[config.mk]
export PLATFORM = sky130hd
export DESIGN_NAME = lfs_field_source
export DESIGN_NICKNAME = d
export VERILOG_FILES = /design/src/lfs_pkg.sv /design/src/lfs_lane.sv /design/src/lfs_field_source.sv
export VERILOG_INCLUDE_DIRS = /design/src
export SDC_FILE = /design/constraint.sdc
export NUM_CORES = 1
export LEC_CHECK = 0
export BUFFER_PORTS_ARGS = -buffer_cell sky130_fd_sc_hd__buf_2
export CORE_MARGIN = 2
export CORE_UTILIZATION = 45
export CTS_CLUSTER_SIZE = 12
export DETAILED_ROUTE_END_ITERATION = 16
export PLACE_DENSITY = 0.73
export SETUP_SLACK_MARGIN = 0.1
export SLEW_MARGIN = 20
export SYNTH_ARGS = -nofsm -noshare
export SYNTH_HDL_FRONTEND = slang
export SYNTH_SLANG_ARGS = --single-unit
[constraint.sdc]
create_clock -name clk -period 2 [get_ports clk]
set_clock_uncertainty 0.2 [all_clocks]
set_input_delay 0.1 -clock clk [delete_from_list [all_inputs] [get_ports clk]]
set_output_delay 0.1 -clock clk [all_outputs]
set_load 0.03 [all_outputs]
[src/lfs_consts.svh]
// field positions, register offsets and reset values of the training field source
// assumes inclusion by bare name from each design file that uses its macros
`ifndef LFS_CONSTS_SVH
`define LFS_CONSTS_SVH
// control block of a training frame
`define LFS_CTL_PRESET_BIT 13
`define LFS_CTL_INIT_BIT 12
// coefficient fields, same positions in control and status blocks
`define LFS_FLD_POST_LSB 4
`define LFS_FLD_MAIN_LSB 2
`define LFS_FLD_PRE_LSB 0
// tap register: commands low, reports from this bit up
`define LFS_TAPS_REP_LSB 8
// control register bits
`define LFS_CTRL_EN_BIT 0
`define LFS_CTRL_RESTART_BIT 1
// preset and initialize register fields
`define LFS_PI_PRESET_LSB 0
`define LFS_PI_INIT_LSB 4
// register byte offsets
`define LFS_REG_CTRL 8'h00
`define LFS_REG_PRESET_INIT 8'h04
`define LFS_REG_LANE0_SEED 8'h08
`define LFS_REG_LANE1_SEED 8'h0c
`define LFS_REG_LANE0_TAPS 8'h10
`define LFS_REG_LANE1_TAPS 8'h14
`define LFS_REG_STATUS 8'h18
// reset values
`define LFS_RST_SEED0 11'h001
`define LFS_RST_SEED1 11'h002
`endif

[src/lfs_pkg.sv]
// types shared by the training field source and its lane module
// assumes lfs_consts.svh is compiled alongside
package lfs_pkg;
	typedef enum logic [1:0] {
		LFS_MISSION = 2'b00,
		LFS_LOAD = 2'b01,
		LFS_TRAIN = 2'b11
	} lfs_state_t;

	typedef struct packed {
		logic [10:0] lfsr;
		logic [15:0] ctrl;
		logic [15:0] stat;
		logic pbit;
	} lfs_lane_st_t;

	typedef struct packed {
		lfs_state_t state;
		logic restart_d;
		logic restart_pulse;
		logic en;
		logic [3:0] preset;
		logic [3:0] init;
		logic [10:0] seed0;
		logic [10:0] seed1;
		logic [5:0] cmd0;
		logic [5:0] rep0;
		logic [5:0] cmd1;
		logic [5:0] rep1;
		logic [31:0] rdata;
	} lfs_top_st_t;
endpackage

[src/lfs_lane.sv]
// one lane: pattern generator and the frame control and status words
// assumes frame_start comes from the frame transmitter on the same clock
`timescale 1ns/1ps
`include "lfs_consts.svh"
module lfs_lane (
	input wire logic clk,
	input wire logic srst,
	input wire logic load_seed,
	input wire logic run,
	input wire logic frame_start,
	input wire logic preset,
	input wire logic init,
	input wire logic [1:0] post_cmd,
	input wire logic [1:0] main_cmd,
	input wire logic [1:0] pre_cmd,
	input wire logic [1:0] post_rep,
	input wire logic [1:0] main_rep,
	input wire logic [1:0] pre_rep,
	input wire logic [10:0] seed,
	output logic [15:0] ctrl_word,
	output logic [15:0] stat_word,
	output logic pattern_bit
);
	lfs_pkg::lfs_lane_st_t s;
	lfs_pkg::lfs_lane_st_t next_s;

	always_comb
	begin
		next_s = s;
		if (load_seed)
			next_s.lfsr = seed;
		else if (run)
			next_s.lfsr = {s.lfsr[9:0], s.lfsr[10] ^ s.lfsr[8]};
		next_s.pbit = run ? s.lfsr[10] : 1'b0;
		if (!run)
		begin
			next_s.ctrl = '0;
			next_s.stat = '0;
		end
		else if (frame_start)
		begin
			// fields sampled once per frame so a frame stays consistent
			next_s.ctrl = '0;
			next_s.stat = '0;
			next_s.ctrl[`LFS_CTL_PRESET_BIT] = preset;
			next_s.ctrl[`LFS_CTL_INIT_BIT] = init;
			next_s.ctrl[`LFS_FLD_POST_LSB +: 2] = post_cmd;
			next_s.ctrl[`LFS_FLD_MAIN_LSB +: 2] = main_cmd;
			next_s.ctrl[`LFS_FLD_PRE_LSB +: 2] = pre_cmd;
			next_s.stat[`LFS_FLD_POST_LSB +: 2] = post_rep;
			next_s.stat[`LFS_FLD_MAIN_LSB +: 2] = main_rep;
			next_s.stat[`LFS_FLD_PRE_LSB +: 2] = pre_rep;
		end
	end

	always_ff @(posedge clk)
	begin
		if (srst)
			s <= '0;
		else
			s <= next_s;
	end

	assign ctrl_word = s.ctrl;
	assign stat_word = s.stat;
	assign pattern_bit = s.pbit;

	chk_seed_load: assert property (@(posedge clk) disable iff (srst)
		load_seed |=> s.lfsr == $past(seed))
		else $error("seed not loaded into pattern generator");
	chk_ctrl_fields: assert property (@(posedge clk) disable iff (srst)
		run && frame_start |=> ctrl_word[5:0] == $past({post_cmd, main_cmd, pre_cmd}))
		else $error("coefficient commands wrong in control block");
	chk_stat_fields: assert property (@(posedge clk) disable iff (srst)
		run && frame_start |=> stat_word[5:0] == $past({post_rep, main_rep, pre_rep}))
		else $error("coefficient reports wrong in status block");
	chk_init_bit: assert property (@(posedge clk) disable iff (srst)
		run && frame_start ##1 run && !frame_start |=> $stable(ctrl_word[`LFS_CTL_INIT_BIT]))
		else $error("initialize bit changed between frames");
	chk_idle_quiet: assert property (@(posedge clk) disable iff (srst)
		!run |=> ctrl_word == 16'h0000 && stat_word == 16'h0000 && !pattern_bit)
		else $error("lane words not cleared outside training");
endmodule // lfs_lane

[src/lfs_field_source.sv]
// training frame field source for lanes 0 and 1 with a training sequencer
// assumes all inputs, frame_start included, are on clk; plain register port
`timescale 1ns/1ps
`include "lfs_consts.svh"
// Operation
// - 4-bit preset request drives the preset bit of each control block.
// - 4-bit initialize request drives the initialize bit of each control block.
// - each lane's 11-bit seed loads that lane's pattern generator.
// - per-lane post-tap command sets the k+1 update field in control block.
// - per-lane main-tap command sets the k0 update field in control block.
// - per-lane pre-tap command sets the k-1 update field in control block.
// - per-lane post-tap report sets the k+1 status in status block.
// - per-lane main-tap report sets the k0 status in status block.
// - per-lane pre-tap report sets the k-1 status in status block.
// - field ports are used only in the variant without register interface.
// - training enable low bypasses training; all lanes in mission mode.
// - restart request starts training over from any state while training enable is high.
module lfs_field_source #(
	parameter bit USE_REG_IF = 1'b0
) (
	input wire logic clk,
	input wire logic srst,
	input wire logic [7:0] reg_addr,
	input wire logic [31:0] reg_wdata,
	input wire logic reg_wr,
	input wire logic reg_rd,
	output logic [31:0] reg_rdata,
	input wire logic link_train_on,
	input wire logic link_train_restart_req,
	input wire logic [3:0] train_preset_request,
	input wire logic [3:0] train_init_request,
	input wire logic [10:0] lane0_pattern_seed,
	input wire logic [10:0] lane1_pattern_seed,
	input wire logic [1:0] lane0_post_tap_cmd,
	input wire logic [1:0] lane0_main_tap_cmd,
	input wire logic [1:0] lane0_pre_tap_cmd,
	input wire logic [1:0] lane0_post_tap_report,
	input wire logic [1:0] lane0_main_tap_report,
	input wire logic [1:0] lane0_pre_tap_report,
	input wire logic [1:0] lane1_post_tap_cmd,
	input wire logic [1:0] lane1_main_tap_cmd,
	input wire logic [1:0] lane1_pre_tap_cmd,
	input wire logic [1:0] lane1_post_tap_report,
	input wire logic [1:0] lane1_main_tap_report,
	input wire logic [1:0] lane1_pre_tap_report,
	input wire logic frame_start,
	output logic mission_mode,
	output logic training_active,
	output logic [15:0] lane0_ctrl_word,
	output logic [15:0] lane0_stat_word,
	output logic lane0_pattern_bit,
	output logic [15:0] lane1_ctrl_word,
	output logic [15:0] lane1_stat_word,
	output logic lane1_pattern_bit
);
	lfs_pkg::lfs_top_st_t s;
	lfs_pkg::lfs_top_st_t next_s;

	logic en_eff;
	logic restart_ev;
	logic [3:0] cfg_preset;
	logic [3:0] cfg_init;
	logic [10:0] cfg_seed0;
	logic [10:0] cfg_seed1;
	logic [5:0] cfg_cmd0;
	logic [5:0] cfg_rep0;
	logic [5:0] cfg_cmd1;
	logic [5:0] cfg_rep1;
	logic load_seed;
	logic run;

	// source select: registers in one variant, ports in the other
	always_comb
	begin
		if (USE_REG_IF)
		begin
			en_eff = s.en;
			restart_ev = s.restart_pulse;
			cfg_preset = s.preset;
			cfg_init = s.init;
			cfg_seed0 = s.seed0;
			cfg_seed1 = s.seed1;
			cfg_cmd0 = s.cmd0;
			cfg_rep0 = s.rep0;
			cfg_cmd1 = s.cmd1;
			cfg_rep1 = s.rep1;
		end
		else
		begin
			// ports take effect only when no register interface is built
			en_eff = link_train_on;
			restart_ev = link_train_restart_req && !s.restart_d;
			cfg_preset = train_preset_request;
			cfg_init = train_init_request;
			cfg_seed0 = lane0_pattern_seed;
			cfg_seed1 = lane1_pattern_seed;
			cfg_cmd0 = {lane0_post_tap_cmd, lane0_main_tap_cmd, lane0_pre_tap_cmd};
			cfg_rep0 = {lane0_post_tap_report, lane0_main_tap_report, lane0_pre_tap_report};
			cfg_cmd1 = {lane1_post_tap_cmd, lane1_main_tap_cmd, lane1_pre_tap_cmd};
			cfg_rep1 = {lane1_post_tap_report, lane1_main_tap_report, lane1_pre_tap_report};
		end
	end

	always_comb
	begin
		next_s = s;
		next_s.restart_d = link_train_restart_req;
		next_s.restart_pulse = 1'b0;
		next_s.rdata = 32'h0000_0000;

		// sequencer
		if (!en_eff)
			next_s.state = lfs_pkg::LFS_MISSION;
		else if (restart_ev)
			next_s.state = lfs_pkg::LFS_LOAD;
		else
		begin
			unique case (s.state)
				lfs_pkg::LFS_MISSION: next_s.state = lfs_pkg::LFS_LOAD;
				lfs_pkg::LFS_LOAD: next_s.state = lfs_pkg::LFS_TRAIN;
				lfs_pkg::LFS_TRAIN: next_s.state = lfs_pkg::LFS_TRAIN;
				default: next_s.state = lfs_pkg::LFS_MISSION;
			endcase
		end

		// register writes
		if (reg_wr)
		begin
			unique case (reg_addr)
				`LFS_REG_CTRL:
				begin
					next_s.en = reg_wdata[`LFS_CTRL_EN_BIT];
					next_s.restart_pulse = reg_wdata[`LFS_CTRL_RESTART_BIT];
				end
				`LFS_REG_PRESET_INIT:
				begin
					next_s.preset = reg_wdata[`LFS_PI_PRESET_LSB +: 4];
					next_s.init = reg_wdata[`LFS_PI_INIT_LSB +: 4];
				end
				`LFS_REG_LANE0_SEED: next_s.seed0 = reg_wdata[10:0];
				`LFS_REG_LANE1_SEED: next_s.seed1 = reg_wdata[10:0];
				`LFS_REG_LANE0_TAPS:
				begin
					next_s.cmd0 = reg_wdata[5:0];
					next_s.rep0 = reg_wdata[`LFS_TAPS_REP_LSB +: 6];
				end
				`LFS_REG_LANE1_TAPS:
				begin
					next_s.cmd1 = reg_wdata[5:0];
					next_s.rep1 = reg_wdata[`LFS_TAPS_REP_LSB +: 6];
				end
				default:
				begin
				end
			endcase
		end

		// register reads, answered the next cycle; unmapped reads give zero
		if (reg_rd)
		begin
			unique case (reg_addr)
				`LFS_REG_CTRL: next_s.rdata[`LFS_CTRL_EN_BIT] = s.en;
				`LFS_REG_PRESET_INIT:
				begin
					next_s.rdata[`LFS_PI_PRESET_LSB +: 4] = s.preset;
					next_s.rdata[`LFS_PI_INIT_LSB +: 4] = s.init;
				end
				`LFS_REG_LANE0_SEED: next_s.rdata[10:0] = s.seed0;
				`LFS_REG_LANE1_SEED: next_s.rdata[10:0] = s.seed1;
				`LFS_REG_LANE0_TAPS:
				begin
					next_s.rdata[5:0] = s.cmd0;
					next_s.rdata[`LFS_TAPS_REP_LSB +: 6] = s.rep0;
				end
				`LFS_REG_LANE1_TAPS:
				begin
					next_s.rdata[5:0] = s.cmd1;
					next_s.rdata[`LFS_TAPS_REP_LSB +: 6] = s.rep1;
				end
				`LFS_REG_STATUS:
				begin
					next_s.rdata[1:0] = s.state;
					next_s.rdata[2] = s.state == lfs_pkg::LFS_MISSION;
					next_s.rdata[3] = s.state == lfs_pkg::LFS_TRAIN;
				end
				default: next_s.rdata = 32'h0000_0000;
			endcase
		end
	end

	always_ff @(posedge clk)
	begin
		if (srst)
		begin
			s <= '0;
			s.state <= lfs_pkg::LFS_MISSION;
			s.seed0 <= `LFS_RST_SEED0;
			s.seed1 <= `LFS_RST_SEED1;
		end
		else
			s <= next_s;
	end

	assign load_seed = s.state == lfs_pkg::LFS_LOAD;
	assign run = s.state == lfs_pkg::LFS_TRAIN;
	assign mission_mode = s.state == lfs_pkg::LFS_MISSION;
	assign training_active = run;
	assign reg_rdata = s.rdata;

	// lane 0 takes bit 0 and lane-0 inputs only
	lfs_lane u_lane0 (
		.clk(clk),
		.srst(srst),
		.load_seed(load_seed),
		.run(run),
		.frame_start(frame_start),
		.preset(cfg_preset[0]),
		.init(cfg_init[0]),
		.post_cmd(cfg_cmd0[5:4]),
		.main_cmd(cfg_cmd0[3:2]),
		.pre_cmd(cfg_cmd0[1:0]),
		.post_rep(cfg_rep0[5:4]),
		.main_rep(cfg_rep0[3:2]),
		.pre_rep(cfg_rep0[1:0]),
		.seed(cfg_seed0),
		.ctrl_word(lane0_ctrl_word),
		.stat_word(lane0_stat_word),
		.pattern_bit(lane0_pattern_bit)
	);

	// lane 1 takes bit 1 and lane-1 inputs only
	lfs_lane u_lane1 (
		.clk(clk),
		.srst(srst),
		.load_seed(load_seed),
		.run(run),
		.frame_start(frame_start),
		.preset(cfg_preset[1]),
		.init(cfg_init[1]),
		.post_cmd(cfg_cmd1[5:4]),
		.main_cmd(cfg_cmd1[3:2]),
		.pre_cmd(cfg_cmd1[1:0]),
		.post_rep(cfg_rep1[5:4]),
		.main_rep(cfg_rep1[3:2]),
		.pre_rep(cfg_rep1[1:0]),
		.seed(cfg_seed1),
		.ctrl_word(lane1_ctrl_word),
		.stat_word(lane1_stat_word),
		.pattern_bit(lane1_pattern_bit)
	);

	chk_mission_bypass: assert property (@(posedge clk) disable iff (srst)
		!en_eff |=> mission_mode && !training_active)
		else $error("training not bypassed while disabled");
	chk_restart_reload: assert property (@(posedge clk) disable iff (srst)
		en_eff && restart_ev |=> s.state == lfs_pkg::LFS_LOAD)
		else $error("restart did not reload the sequence");
	chk_load_then_train: assert property (@(posedge clk) disable iff (srst)
		s.state == lfs_pkg::LFS_LOAD && en_eff && !restart_ev |=> training_active)
		else $error("training did not follow seed load");
	chk_lane0_preset: assert property (@(posedge clk) disable iff (srst)
		run && frame_start |=> lane0_ctrl_word[`LFS_CTL_PRESET_BIT] == $past(cfg_preset[0]))
		else $error("lane 0 preset bit wrong");
	chk_lane1_init: assert property (@(posedge clk) disable iff (srst)
		run && frame_start |=> lane1_ctrl_word[`LFS_CTL_INIT_BIT] == $past(cfg_init[1]))
		else $error("lane 1 initialize bit not from bit 1");
	chk_lane1_main: assert property (@(posedge clk) disable iff (srst)
		run && frame_start |=> lane1_ctrl_word[3:2] == $past(cfg_cmd1[3:2]))
		else $error("lane 1 k0 command wrong");
	chk_lane0_pre_rep: assert property (@(posedge clk) disable iff (srst)
		run && frame_start |=> lane0_stat_word[1:0] == $past(cfg_rep0[1:0]))
		else $error("lane 0 k-1 report wrong");
	chk_lane1_main_rep: assert property (@(posedge clk) disable iff (srst)
		run && frame_start |=> lane1_stat_word[3:2] == $past(cfg_rep1[3:2]))
		else $error("lane 1 k0 report wrong");
	chk_lane0_post_cmd: assert property (@(posedge clk) disable iff (srst)
		run && frame_start |=> lane0_ctrl_word[5:4] == $past(cfg_cmd0[5:4]))
		else $error("lane 0 k+1 command wrong");
	chk_lane1_pre_cmd: assert property (@(posedge clk) disable iff (srst)
		run && frame_start |=> lane1_ctrl_word[1:0] == $past(cfg_cmd1[1:0]))
		else $error("lane 1 k-1 command wrong");
	chk_lane0_post_rep: assert property (@(posedge clk) disable iff (srst)
		run && frame_start |=> lane0_stat_word[5:4] == $past(cfg_rep0[5:4]))
		else $error("lane 0 k+1 report wrong");
	chk_status_read: assert property (@(posedge clk) disable iff (srst)
		reg_rd && reg_addr == `LFS_REG_STATUS |=> reg_rdata[2] == $past(mission_mode))
		else $error("status read does not show mission mode");
	chk_status_train: assert property (@(posedge clk) disable iff (srst)
		reg_rd && reg_addr == `LFS_REG_STATUS |=> reg_rdata[3] == $past(training_active))
		else $error("status read does not show training");
	chk_mission_exit: assert property (@(posedge clk) disable iff (srst)
		en_eff && mission_mode |=> s.state == lfs_pkg::LFS_LOAD)
		else $error("enabled sequencer did not leave mission mode");
	chk_idle_words: assert property (@(posedge clk) disable iff (srst)
		!run |=> lane0_ctrl_word == 16'h0000 && lane1_stat_word == 16'h0000 && !lane1_pattern_bit)
		else $error("lane outputs not quiet outside training");
	chk_words_hold: assert property (@(posedge clk) disable iff (srst)
		run && !frame_start |=> $stable(lane0_ctrl_word) && $stable(lane1_stat_word))
		else $error("frame words changed between frame starts");

	// remaining field placements, one per lane and field
	chk_lane0_init: assert property (@(posedge clk) disable iff (srst)
		run && frame_start |=> lane0_ctrl_word[`LFS_CTL_INIT_BIT] == $past(cfg_init[0]))
		else $error("lane 0 initialize bit wrong");
	chk_lane1_preset: assert property (@(posedge clk) disable iff (srst)
		run && frame_start |=> lane1_ctrl_word[`LFS_CTL_PRESET_BIT] == $past(cfg_preset[1]))
		else $error("lane 1 preset bit not from bit 1");
	chk_lane0_main: assert property (@(posedge clk) disable iff (srst)
		run && frame_start |=> lane0_ctrl_word[3:2] == $past(cfg_cmd0[3:2]))
		else $error("lane 0 k0 command wrong");
	chk_lane1_post_cmd: assert property (@(posedge clk) disable iff (srst)
		run && frame_start |=> lane1_ctrl_word[5:4] == $past(cfg_cmd1[5:4]))
		else $error("lane 1 k+1 command wrong");
	chk_lane0_pre_cmd: assert property (@(posedge clk) disable iff (srst)
		run && frame_start |=> lane0_ctrl_word[1:0] == $past(cfg_cmd0[1:0]))
		else $error("lane 0 k-1 command wrong");
	chk_lane1_post_rep: assert property (@(posedge clk) disable iff (srst)
		run && frame_start |=> lane1_stat_word[5:4] == $past(cfg_rep1[5:4]))
		else $error("lane 1 k+1 report wrong");
	chk_lane0_main_rep: assert property (@(posedge clk) disable iff (srst)
		run && frame_start |=> lane0_stat_word[3:2] == $past(cfg_rep0[3:2]))
		else $error("lane 0 k0 report wrong");
	chk_lane1_pre_rep: assert property (@(posedge clk) disable iff (srst)
		run && frame_start |=> lane1_stat_word[1:0] == $past(cfg_rep1[1:0]))
		else $error("lane 1 k-1 report wrong");

	generate
		if (!USE_REG_IF)
		begin : g_port_src
			chk_port_source: assert property (@(posedge clk) disable iff (srst)
				run && frame_start |=> lane0_stat_word[3:2] == $past(lane0_main_tap_report))
				else $error("port report not used without registers");
		end
		else
		begin : g_reg_src
			chk_reg_source: assert property (@(posedge clk) disable iff (srst)
				run && frame_start |=> lane0_stat_word[3:2] == $past(s.rep0[3:2]))
				else $error("register report not used with registers");
		end
	endgenerate
endmodule // lfs_field_source

==> results of run 1 <==
==> state kept, by name (all words and copies together), names as in the netlist <==
name and cells:
u_lane1.s 11, u_lane0.stat_word 6, u_lane0.ctrl_word 8, u_lane0.s 11, u_lane1.ctrl_word 8, u_lane1.stat_word 6, u_lane1.pattern_bit 1, reg_rdata 14
u_lane0.pattern_bit 1, s 58
==> synth_stat cells (3+ instances only) <==
library cell  instances  area (um^2)
dfxtp_1             124         2482
buf_4                96        720.7
nor2_1               84        315.3
mux2i_1              73        730.7
nand2_1              68        255.2
a21oi_1              39        195.2
a211oi_1             25        187.7
clkbuf_1             20        75.07
buf_2                16        80.08
mux2_2               10        112.6
nand4_1               9        56.30
nor2b_1               8        50.05
a22oi_1               7        52.55
nor3_1                5        25.02
inv_1                 4        15.01
nand2b_1              4        25.02
nand3_1               4        20.02
a31oi_1               3        18.77
a32oi_1               3        26.28
and2_1                3        18.77
and3_1                3        18.77
==> kinds of logic after synthesis <==
family | after synthesis | synth area share [%]
multiplexers | 84 | 15.11
AND/OR/NAND/NOR | 200 | 15.77
flip-flops | 124 | 43.33
other | 1 | 0.06545
XOR/XNOR | 2 | 0.3058
buffers and inverters | 138 | 15.81
AO/OA/AOI/OAI | 86 | 9.609
==> critical path: cells and delay by family <==
| family | cells | cell delay (ns) |
|---|---|---|
| buf+inv | 4 | 0.99 |
| compound gates | 1 | 0.13 |
| simple gates | 3 | 0.69 |
==> routing by layer <==
layer | up-vias | wire [um] | global-route usage [%]
met5 | - | 0 | 0
met4 | 0 | 346 | 10.98
met3 | 28 | 745 | 4.737
met2 | 170 | 7318 | 37.38
met1 | 2294 | 5775 | 22.96
li1 | 2342 | - | -
==> repair_timing <==
item | 4_1_cts | 5_1_grt
hold endpoints to repair | 120 | 0
setup endpoints to repair | 0 | 0
hold buffers | 78 | 0
==> layout make-up <==
class	instances	share of cell area (%)
timing repair buffer	225	21.44
sequential	124	33.55
multi-input combinational	426	34.33
tap	172	2.908
clock buffer	18	5.935
inverter	4	0.2029
clock inverter	14	1.640
==> final timing paths <==
path,cells past startpoint,start,to
max,8,reg_addr[2],s[49]$_SDFFE_PP0P_
min,5,reg_addr[0],s[86]$_SDFFE_PP0P_
max reg2reg,3,s[90]$_SDFF_PP0_,u_lane1.s[37]$_SDFFE_PP0P_
min reg2reg,2,s[49]$_SDFFE_PP0P_,reg_rdata[13]$_SDFF_PP0_
==> report_power, final <==
group          switching, uW  internal [uW]
clock                   1120           1740
combinational            358            250
sequential              21.4           2510
==> placed cells by master, fill, tap and decap left out, types with 10 or more instances in the layout <==
cell and instances:
nand2_1 68, mux2i_1 73, conb_1 54, dlygate4sd3_1 78, clkbuf_16 17, dfxtp_1 124
mux2_2 10, buf_4 22, a211oi_1 25, nor2_1 84, buf_2 124, a21oi_1 39
==> stage by stage <==
step	setup WS, ns	power, uW	area, um^2	util [%]	hold slack, ns
after floorplan	0.4475	2993	5928	-	0.02429
after global placement	0.2768	3049	6058	48.40	0.1358
after detailed placement	0.2205	3063	6058	48.40	0.1430
after CTS	0.3182	6047	7400	59.12	0.002174
after global routing	0.1622	6203	7400	59.12	0.03889
final	0.2430	5988	7400	59.12	0.03362
==> impl_metrics.env, run 1 <==
export IMPL_worst_pin_slew_ns=0.8128
export IMPL_start_util_pct=45.77
export IMPL_num_fill_cells=1066
export IMPL_insertion_delay_ns=0.41
export IMPL_grt_max_degree=44
export IMPL_max_stage_delay_ns=0.55
export IMPL_power_density_mw_per_mm2=809.2
export IMPL_clkTransAtPathRegs_ns=0.05
export IMPL_fmax_mhz=569.2
export IMPL_drc_errors=0
export IMPL_vdd_drop_max_uv=352.6
export IMPL_cp_max_fo=21
export IMPL_period_share_pct=87.85
export IMPL_path_class="in2reg"
export IMPL_r2r_slack_ns=0.47
export IMPL_place_congestion=0.8733
export IMPL_vias=4834
export IMPL_setup_tns_ns=0
export IMPL_die_w_um=116.8
export IMPL_nets=899
export IMPL_die_height_um=116.8
export IMPL_ys_ff_latch=124
export IMPL_ys_warn_count=0
export IMPL_cp_start_kind="input pin"
export IMPL_setup_viol=0
export IMPL_wl_um=14190
export IMPL_cp_required_ns=2.15
export IMPL_coreArea_mm2=0.01252
export IMPL_cts_root_buf="clkbuf_16"
export IMPL_synth_edf_count=0
export IMPL_dr_pass1_iters=4
export IMPL_cap_viol_max_count=0
export IMPL_num_io_pins=201
export IMPL_async_flop_share_pct=0
export IMPL_seq_area_frac_synth_pct=43.33
export IMPL_crit_path_end_kind="flop"
export IMPL_p_leak_uw=0.003310
export IMPL_antenna_cells=0
export IMPL_grt_usage_pct=20.84
export IMPL_period_minus_slack_ns=1.757
export IMPL_overflow=0
export IMPL_cts_tree="built"
export IMPL_clk_path_buf_depth=2
export IMPL_syn_area_per_cell_um2=9.022
export IMPL_multi_input_area_mm2=0.002540
export IMPL_numPlacedInstances=873
export IMPL_first_iter_violations=304
export IMPL_rsz0062_at_grt="false"
export IMPL_fp_row_count=41
export IMPL_postRouteAntennaNets=0
export IMPL_drt_vias_per_instance=4.918
export IMPL_numCtsBuffers=17
export IMPL_grt_antenna_before_repair=0
export IMPL_maxSlewViolCount=0
export IMPL_hpwl_um=9001
export IMPL_drt_wirelength_per_cell_um=14.43
export IMPL_synth_cells=635
export IMPL_synth_ff_type="dfxtp_1"
export IMPL_areaGrowthSynthToFinish_pct=29.15
export IMPL_port_buffers=124
export IMPL_crit_chain="buf_2 -> buf_12 -> nor2b_1 -> and4_1 -> buf_4 -> nand2_1 -> a21oi_1 -> dlygate4sd3_1"
export IMPL_die_area_mm2=0.01365
export IMPL_final_cells=983
export IMPL_post_cts_buffers=0
export IMPL_cts_sinks=124
export IMPL_drive_above_1_share_pct=23.67
export IMPL_hp_class="in2reg"
export IMPL_cts_resized=0
export IMPL_hold_violations=0
export IMPL_register_area_mm2=0.002482
export IMPL_yosys_cell_types_count=41
export IMPL_critPathSlowestCell="dlygate4sd3_1"
export IMPL_grt_pass1_wl_um=21940
export IMPL_cp_data_arrival_time_ns=1.91
export IMPL_first_global_vias=4659
export IMPL_relSlewSlack_pct=45.81
export IMPL_htreeDepth=4
export IMPL_syn_area_mm2=0.005729
export IMPL_status="finished, final reports clean"
Power figures use the tool's default switching activity.
==> run 2, diff against run 1 <==
--- a/config.mk
+++ b/config.mk
@@ -8,12 +8,13 @@
 export LEC_CHECK = 0
 export BUFFER_PORTS_ARGS = -buffer_cell sky130_fd_sc_hd__buf_2
 export CORE_MARGIN = 2
-export CORE_UTILIZATION = 45
+export CORE_UTILIZATION = 50
 export CTS_CLUSTER_SIZE = 12
 export DETAILED_ROUTE_END_ITERATION = 16
-export PLACE_DENSITY = 0.73
+export PLACE_DENSITY = 0.8
 export SETUP_SLACK_MARGIN = 0.1
 export SLEW_MARGIN = 20
 export SYNTH_ARGS = -nofsm -noshare
 export SYNTH_HDL_FRONTEND = slang
+export SYNTH_HIERARCHICAL = 1
 export SYNTH_SLANG_ARGS = --single-unit
==> impl_metrics.env, run 2 <==
export IMPL_status="finished, final reports clean"
export IMPL_path_class="in2reg"
export IMPL_rsz0062_at_grt="true"
export IMPL_place_congestion=0.9012
export IMPL_crit_chain="dlygate4sd3_1 -> buf_2 -> buf_4 -> nor2b_1 -> a22o_1 -> a31oi_1 -> a221oi_1"
export IMPL_crit_path_end_kind="flop"
export IMPL_postRouteAntennaNets=0
export IMPL_setup_viol=0
export IMPL_cts_root_buf="clkbuf_16"
export IMPL_worst_r2r_cell_count=5
export IMPL_start_util_pct=51.15
export IMPL_whs_ns=0.02692
export IMPL_setup_tns_ns=0
export IMPL_r2r_end="u_lane1/s[41]$_SDFFE_PP0P_"
export IMPL_grt_max_degree=59
export IMPL_register_area_mm2=0.002482
export IMPL_clk_path_buf_depth=2
export IMPL_p_leak_uw=0.003258
export IMPL_synth_area_leaders="dfxtp_1 (43%), buf_4 (13%), mux2i_1 (10%)"
export IMPL_critPathSlowestCell="dlygate4sd3_1"
export IMPL_die_w_um=112.1
export IMPL_seq_area_frac_synth_pct=42.50
export IMPL_syn_area_per_cell_um2=8.931
export IMPL_drt_vias_per_instance=5.114
export IMPL_ys_warn_count=6
export IMPL_drt_wirelength_per_cell_um=15.37
export IMPL_numCtsBuffers=17
export IMPL_netlist_area_leader_share_pct=42.50
export IMPL_die_height_um=112.1
export IMPL_vias=5048
export IMPL_fmax_mhz=537.6
export IMPL_coreArea_mm2=0.01142
export IMPL_overflow=0
export IMPL_synth_edf_count=0
export IMPL_grt_antenna_before_repair=0
export IMPL_grt_usage_pct=24.21
export IMPL_cts_sinks=124
export IMPL_hpwl_um=8925
export IMPL_yosys_top_cells_count="dfxtp_1 (124), nand2_1 (103), buf_4 (102)"
export IMPL_port_buffers=124
export IMPL_grt_pass1_wl_um=24590
export IMPL_hp_class="in2reg"
export IMPL_max_stage_delay_ns=0.55
export IMPL_areaGrowthSynthToFinish_pct=30.87
export IMPL_period_minus_slack_ns=1.860
export IMPL_r2r_slack_ns=0.27
export IMPL_cp_top_family="buffers and inverters"
export IMPL_vdd_drop_max_uv=630.5
export IMPL_async_flop_share_pct=0
export IMPL_synth_most_common_cell="dfxtp_1"
export IMPL_clkTransAtPathRegs_ns=0.06
export IMPL_syn_area_mm2=0.005841
export IMPL_cp_start_kind="input pin"
export IMPL_hold_violations=0
export IMPL_first_iter_violations=344
export IMPL_cp_data_arrival_time_ns=1.96
export IMPL_num_io_pins=201
export IMPL_dr_pass1_iters=5
export IMPL_first_global_vias=5003
export IMPL_cp_buffers_inverters=3
export IMPL_worst_pin_slew_ns=0.5794
export IMPL_insertion_delay_ns=0.41
export IMPL_crit_start="reg_addr[4]"
export IMPL_final_util_pct=66.94
export IMPL_relSlewSlack_pct=61.37
export IMPL_multi_input_area_mm2=0.002643
export IMPL_cap_viol_max_count=0
export IMPL_yosysTopAreaCell="dfxtp_1"
export IMPL_nets=932
export IMPL_htreeDepth=4
export IMPL_r2r_start="s[89]$_SDFF_PP0_"
export IMPL_num_fill_cells=866
export IMPL_wl_um=15170
export IMPL_antenna_cells=0
export IMPL_die_area_mm2=0.01256
export IMPL_most_common_layout_cells="buf_2 (124), dfxtp_1 (124), nand2_1 (103), dlygate4sd3_1 (75), mux2i_1 (60)"
export IMPL_drive_above_1_share_pct=25.36
export IMPL_largest_register_ffs=58
export IMPL_cts_tree="built"
export IMPL_fp_row_count=39
export IMPL_regMostFlops="s"
export IMPL_period_share_pct=93.01
export IMPL_synth_cells=654
export IMPL_maxSlewViolCount=0
export IMPL_power_density_mw_per_mm2=827.2
export IMPL_drc_errors=0
export IMPL_ys_ff_latch=124
export IMPL_synth_ff_type="dfxtp_1"
export IMPL_cp_num_cells=7
export IMPL_crit_end="reg_rdata[0]$_SDFF_PP0_"
export IMPL_cp_required_ns=2.10
export IMPL_yosys_cell_types_count=45
export IMPL_cp_max_fo=19
==> run 2: changes by cell type after synthesis, sizes merged, moves of 4 or more <==
cell / change
nor2: -36
a211oi: -4
nor2b: +18
a21oi: +8
mux2i: -13
nand2: +35
a31oi: +4
==> run 2: stage by stage <==
stage / area [um^2] / setup slack (ns) / total power (uW) / cells
floorplan: 6032 / 0.3703 / 2988 / 705
global placement: 6256 / 0.3174 / 3074 / 878
detailed placement: 6256 / 0.3199 / 3078 / 878
CTS: 7621 / 0.1870 / 6353 / 985
global route: 7644 / 0.08765 / 6545 / 987
finish: 7644 / 0.1398 / 6323 / 987
==> run 2: timing repair <==
action	4_1_cts	5_1_grt
buffers inserted	0	2
gates resized for setup	0	2
endpoints found under the setup margin	0	5
hold buffers	75	0
hold endpoints to repair	112	0
==> run 2: cell families (layout without fill, tap and decap cells) <==
kind of cell | after synthesis | count (layout) | share of synthesized area, %
and+or+nand+nor | 225 | 225 | 18.79
buffers and inverters | 135 | 274 | 15.66
DFF | 124 | 124 | 42.50
AOI/OAI and AO/OA | 94 | 94 | 10.20
muxes | 70 | 70 | 12.21
other | 3 | 54 | 0.1928
xor gates and xnor gates | 3 | 3 | 0.4500
==> run 2: routing by layer <==
| metal | vias to the layer above | global-route usage (%) | part of all wire (%) |
|---|---|---|---|
| met2 | 248 | 40.92 | 49 |
| li1 | 2438 | - | - |
| met1 | 2333 | 30.36 | 42 |
| met4 | 0 | 8.374 | 1.7 |
| met5 | - | 0 | 0 |
| met3 | 29 | 5.886 | 7.1 |
==> run 2: where the power goes <==
part / leakage [uW] / total, uW / switching, uW / internal (uW)
clock: 0.000295 / 3160 / 1180 / 1980
sequential: 0.00100 / 2530 / 21.5 / 2510
combinational: 0.00196 / 636 / 368 / 268
total: 0.00326 / 6320 / 1570 / 4750
==> run 2: worst min path at each step <==
stage	slack (ns)	end	cells after the start	startpoint
3_5_place_dp	0.14	u_lane1/ctrl_word[12]$_SDFFE_PP0P_	3	train_init_request[1]
5_1_grt	0.04	u_lane0/ctrl_word[4]$_SDFFE_PP0P_	3	frame_start
3_3_place_gp	0.13	u_lane1/ctrl_word[12]$_SDFFE_PP0P_	3	train_init_request[1]
4_1_cts	0.001	u_lane0/stat_word[5]$_SDFFE_PP0P_	3	frame_start
6_report	0.03	u_lane0/stat_word[4]$_SDFFE_PP0P_	3	frame_start
2_1_floorplan	0.02	s[57]$_SDFFE_PP1P_	2	reg_wdata[1]
==> run 2: cell type report <==
| cell class | count | area share, % |
|---|---|---|
| Clock inverter | 15 | 2.472 |
| Timing Repair Buffer | 237 | 22.33 |
| Multi-Input combinational cell | 446 | 34.57 |
| Tap cell | 143 | 2.341 |
| Sequential cell | 124 | 32.48 |
| Clock buffer | 17 | 5.566 |
| Inverter | 5 | 0.2455 |
==> run 2: worst register-to-register path: stages (launching register included) <==
cell	delay, ns
dfxtp_1	0.38
inv_1	0.09
nor2_1	0.09
buf_4	0.23
clkinv_1	0.31
a211oi_1	0.33
==> run 3, diff against run 2 <==
--- a/config.mk
+++ b/config.mk
@@ -9,7 +9,7 @@
 export BUFFER_PORTS_ARGS = -buffer_cell sky130_fd_sc_hd__buf_2
 export CORE_MARGIN = 2
 export CORE_UTILIZATION = 50
-export CTS_CLUSTER_SIZE = 12
+export CTS_CLUSTER_SIZE = 25
 export DETAILED_ROUTE_END_ITERATION = 16
 export PLACE_DENSITY = 0.8
 export SETUP_SLACK_MARGIN = 0.1
==> constraint.sdc (replaced) <==
create_clock -name clk -period 1.8 [get_ports clk]
set_clock_uncertainty 0.2 [all_clocks]
set_input_delay 0.09 -clock clk [delete_from_list [all_inputs] [get_ports clk]]
set_output_delay 0.09 -clock clk [all_outputs]
set_load 0.03 [all_outputs]
==> impl_metrics.env, run 3 (synthesis gave the netlist of run 2 again) <==
export IMPL_status="finished, final reports clean"
export IMPL_crit_end="u_lane0/s[39]$_SDFFE_PP0P_"
export IMPL_path_class="reg2reg"
export IMPL_cts_sinks=124
export IMPL_final_area_mm2=0.007659
export IMPL_grt_antenna_before_repair=0
export IMPL_grt_usage_pct=24.89
export IMPL_fmax_mhz=603.4
export IMPL_worst_r2r_cell_count=5
export IMPL_cp_start_kind="flop"
export IMPL_cts_root_buf="clkbuf_16"
export IMPL_cap_viol_max_count=0
export IMPL_hold_violations=0
export IMPL_antenna_cells=0
export IMPL_areaGrowthSynthToFinish_pct=31.13
export IMPL_power_total_uw=6843
export IMPL_period_minus_slack_ns=1.657
export IMPL_grt_max_degree=59
export IMPL_drive_above_1_share_pct=25.80
export IMPL_vias=5088
export IMPL_place_congestion=0.8880
export IMPL_coreArea_mm2=0.01142
export IMPL_whs_ns=0.02701
export IMPL_r2r_end="u_lane0/s[39]$_SDFFE_PP0P_"
export IMPL_first_global_vias=5114
export IMPL_setup_tns_ns=0
export IMPL_die_w_um=112.1
export IMPL_crit_start="s[89]$_SDFF_PP0_"
export IMPL_start_util_pct=51.15
export IMPL_die_height_um=112.1
export IMPL_hpwl_um=9239
export IMPL_hold_path_startpoint="reg_addr[7]"
export IMPL_rsz0062_at_grt="false"
export IMPL_clkTransAtPathRegs_ns=0.05
export IMPL_cp_max_fo=29
export IMPL_htreeDepth=4
export IMPL_nets=933
export IMPL_port_buffers=124
export IMPL_p_leak_uw=0.003254
export IMPL_vdd_drop_max_uv=702.7
export IMPL_setup_viol=0
export IMPL_num_io_pins=201
export IMPL_place_area_mm2=0.006264
export IMPL_final_common_cell="buf_2"
export IMPL_num_fill_cells=900
export IMPL_postRouteAntennaNets=0
export IMPL_maxSlewViolCount=0
export IMPL_die_area_mm2=0.01256
export IMPL_numCtsBuffers=17
export IMPL_wl_um=15830
export IMPL_crit_path_end_kind="flop"
export IMPL_most_common_layout_cells="buf_2 (123), dfxtp_1 (122), nand2_1 (103), dlygate4sd3_1 (75), mux2i_1 (60)"
export IMPL_hp_class="in2reg"
export IMPL_insertion_delay_ns=0.42
export IMPL_drt_wirelength_per_cell_um=16.08
export IMPL_first_iter_violations=382
export IMPL_largest_register_ffs=58
export IMPL_clk_path_buf_depth=2
export IMPL_power_density_mw_per_mm2=893.5
export IMPL_r2r_start="s[89]$_SDFF_PP0_"
export IMPL_period_share_pct=92.08
export IMPL_relSlewSlack_pct=60.93
export IMPL_post_cts_buffers=0
export IMPL_fp_row_count=39
export IMPL_overflow=0
export IMPL_cp_data_arrival_time_ns=1.76
export IMPL_drc_errors=0
export IMPL_worst_pin_slew_ns=0.5861
export IMPL_dr_pass1_iters=5
export IMPL_drt_vias_per_instance=5.171
export IMPL_cts_tree="built"
export IMPL_grt_pass1_wl_um=25070
export IMPL_r2r_slack_ns=0.14
export IMPL_regMostFlops="s"
export IMPL_cp_required_ns=1.90
run 3: stage by stage:
| step | utilization, % | setup slack (ns) | cells |
|---|---|---|---|
| 5_1_grt | 67.07 | 0.04705 | 984 |
| 2_1_floorplan | - | 0.1703 | 705 |
| 6_report | 67.07 | 0.1426 | 984 |
| 3_3_place_gp | 54.85 | 0.1042 | 879 |
| 3_5_place_dp | 54.85 | 0.06638 | 879 |
| 4_1_cts | 66.78 | 0.1225 | 983 |
run 3: how the worst min path moves through the flow:
stage,end,slack (ns),cells past startpoint
3_5_place_dp,s[88]$_SDFF_PP0_,0.13,2
4_1_cts,reg_rdata[10]$_SDFF_PP0_,0.001,5
5_1_grt,reg_rdata[10]$_SDFF_PP0_,0.03,5
2_1_floorplan,s[57]$_SDFFE_PP1P_,0.01,2
3_3_place_gp,s[88]$_SDFF_PP0_,0.12,2
6_report,reg_rdata[10]$_SDFF_PP0_,0.03,5
run 3: critical path: stages (launching register included):
cell and delay (ns):
dfxtp_2 0.35, inv_1 0.08, nor2_2 0.13, buf_12 0.18, clkinvlp_2 0.24, a211oi_1 0.35
run 3: cell type report:
type                            instances  area, um^2  share of cell area (%)
Clock buffer                           22       484.2                   6.322
Clock inverter                          6       88.84                   1.160
Inverter                                5       26.28                  0.3431
Multi-Input combinational cell        446        2656                   34.68
Sequential cell                       124        2485                   32.45
Tap cell                              143       178.9                   2.336
Timing Repair Buffer                  237        1734                   22.64
Timing Repair inverter                  1       5.005                 0.06535
run 3: per-layer routing:
layer / global-route usage (%) / share of wire, % / wire length, um
met1: 29.48 / 41 / 6525
met2: 42.85 / 50 / 7899
met3: 6.263 / 7.2 / 1136
met4: 10.81 / 1.7 / 264
met5: 0 / 0 / 0
run 3: power by group:
group	total [uW]	switching, uW	internal, uW
Combinational	725	424	301
Sequential	2810	24.6	2790
Clock	3310	1160	2150
run 3: timing repair:
item,CTS,global route
setup endpoints to repair,1,27
gates resized for setup,3,8
hold buffers,75,0
gates cloned,1,1
endpoints found under the hold margin,114,0
pin swaps,0,0
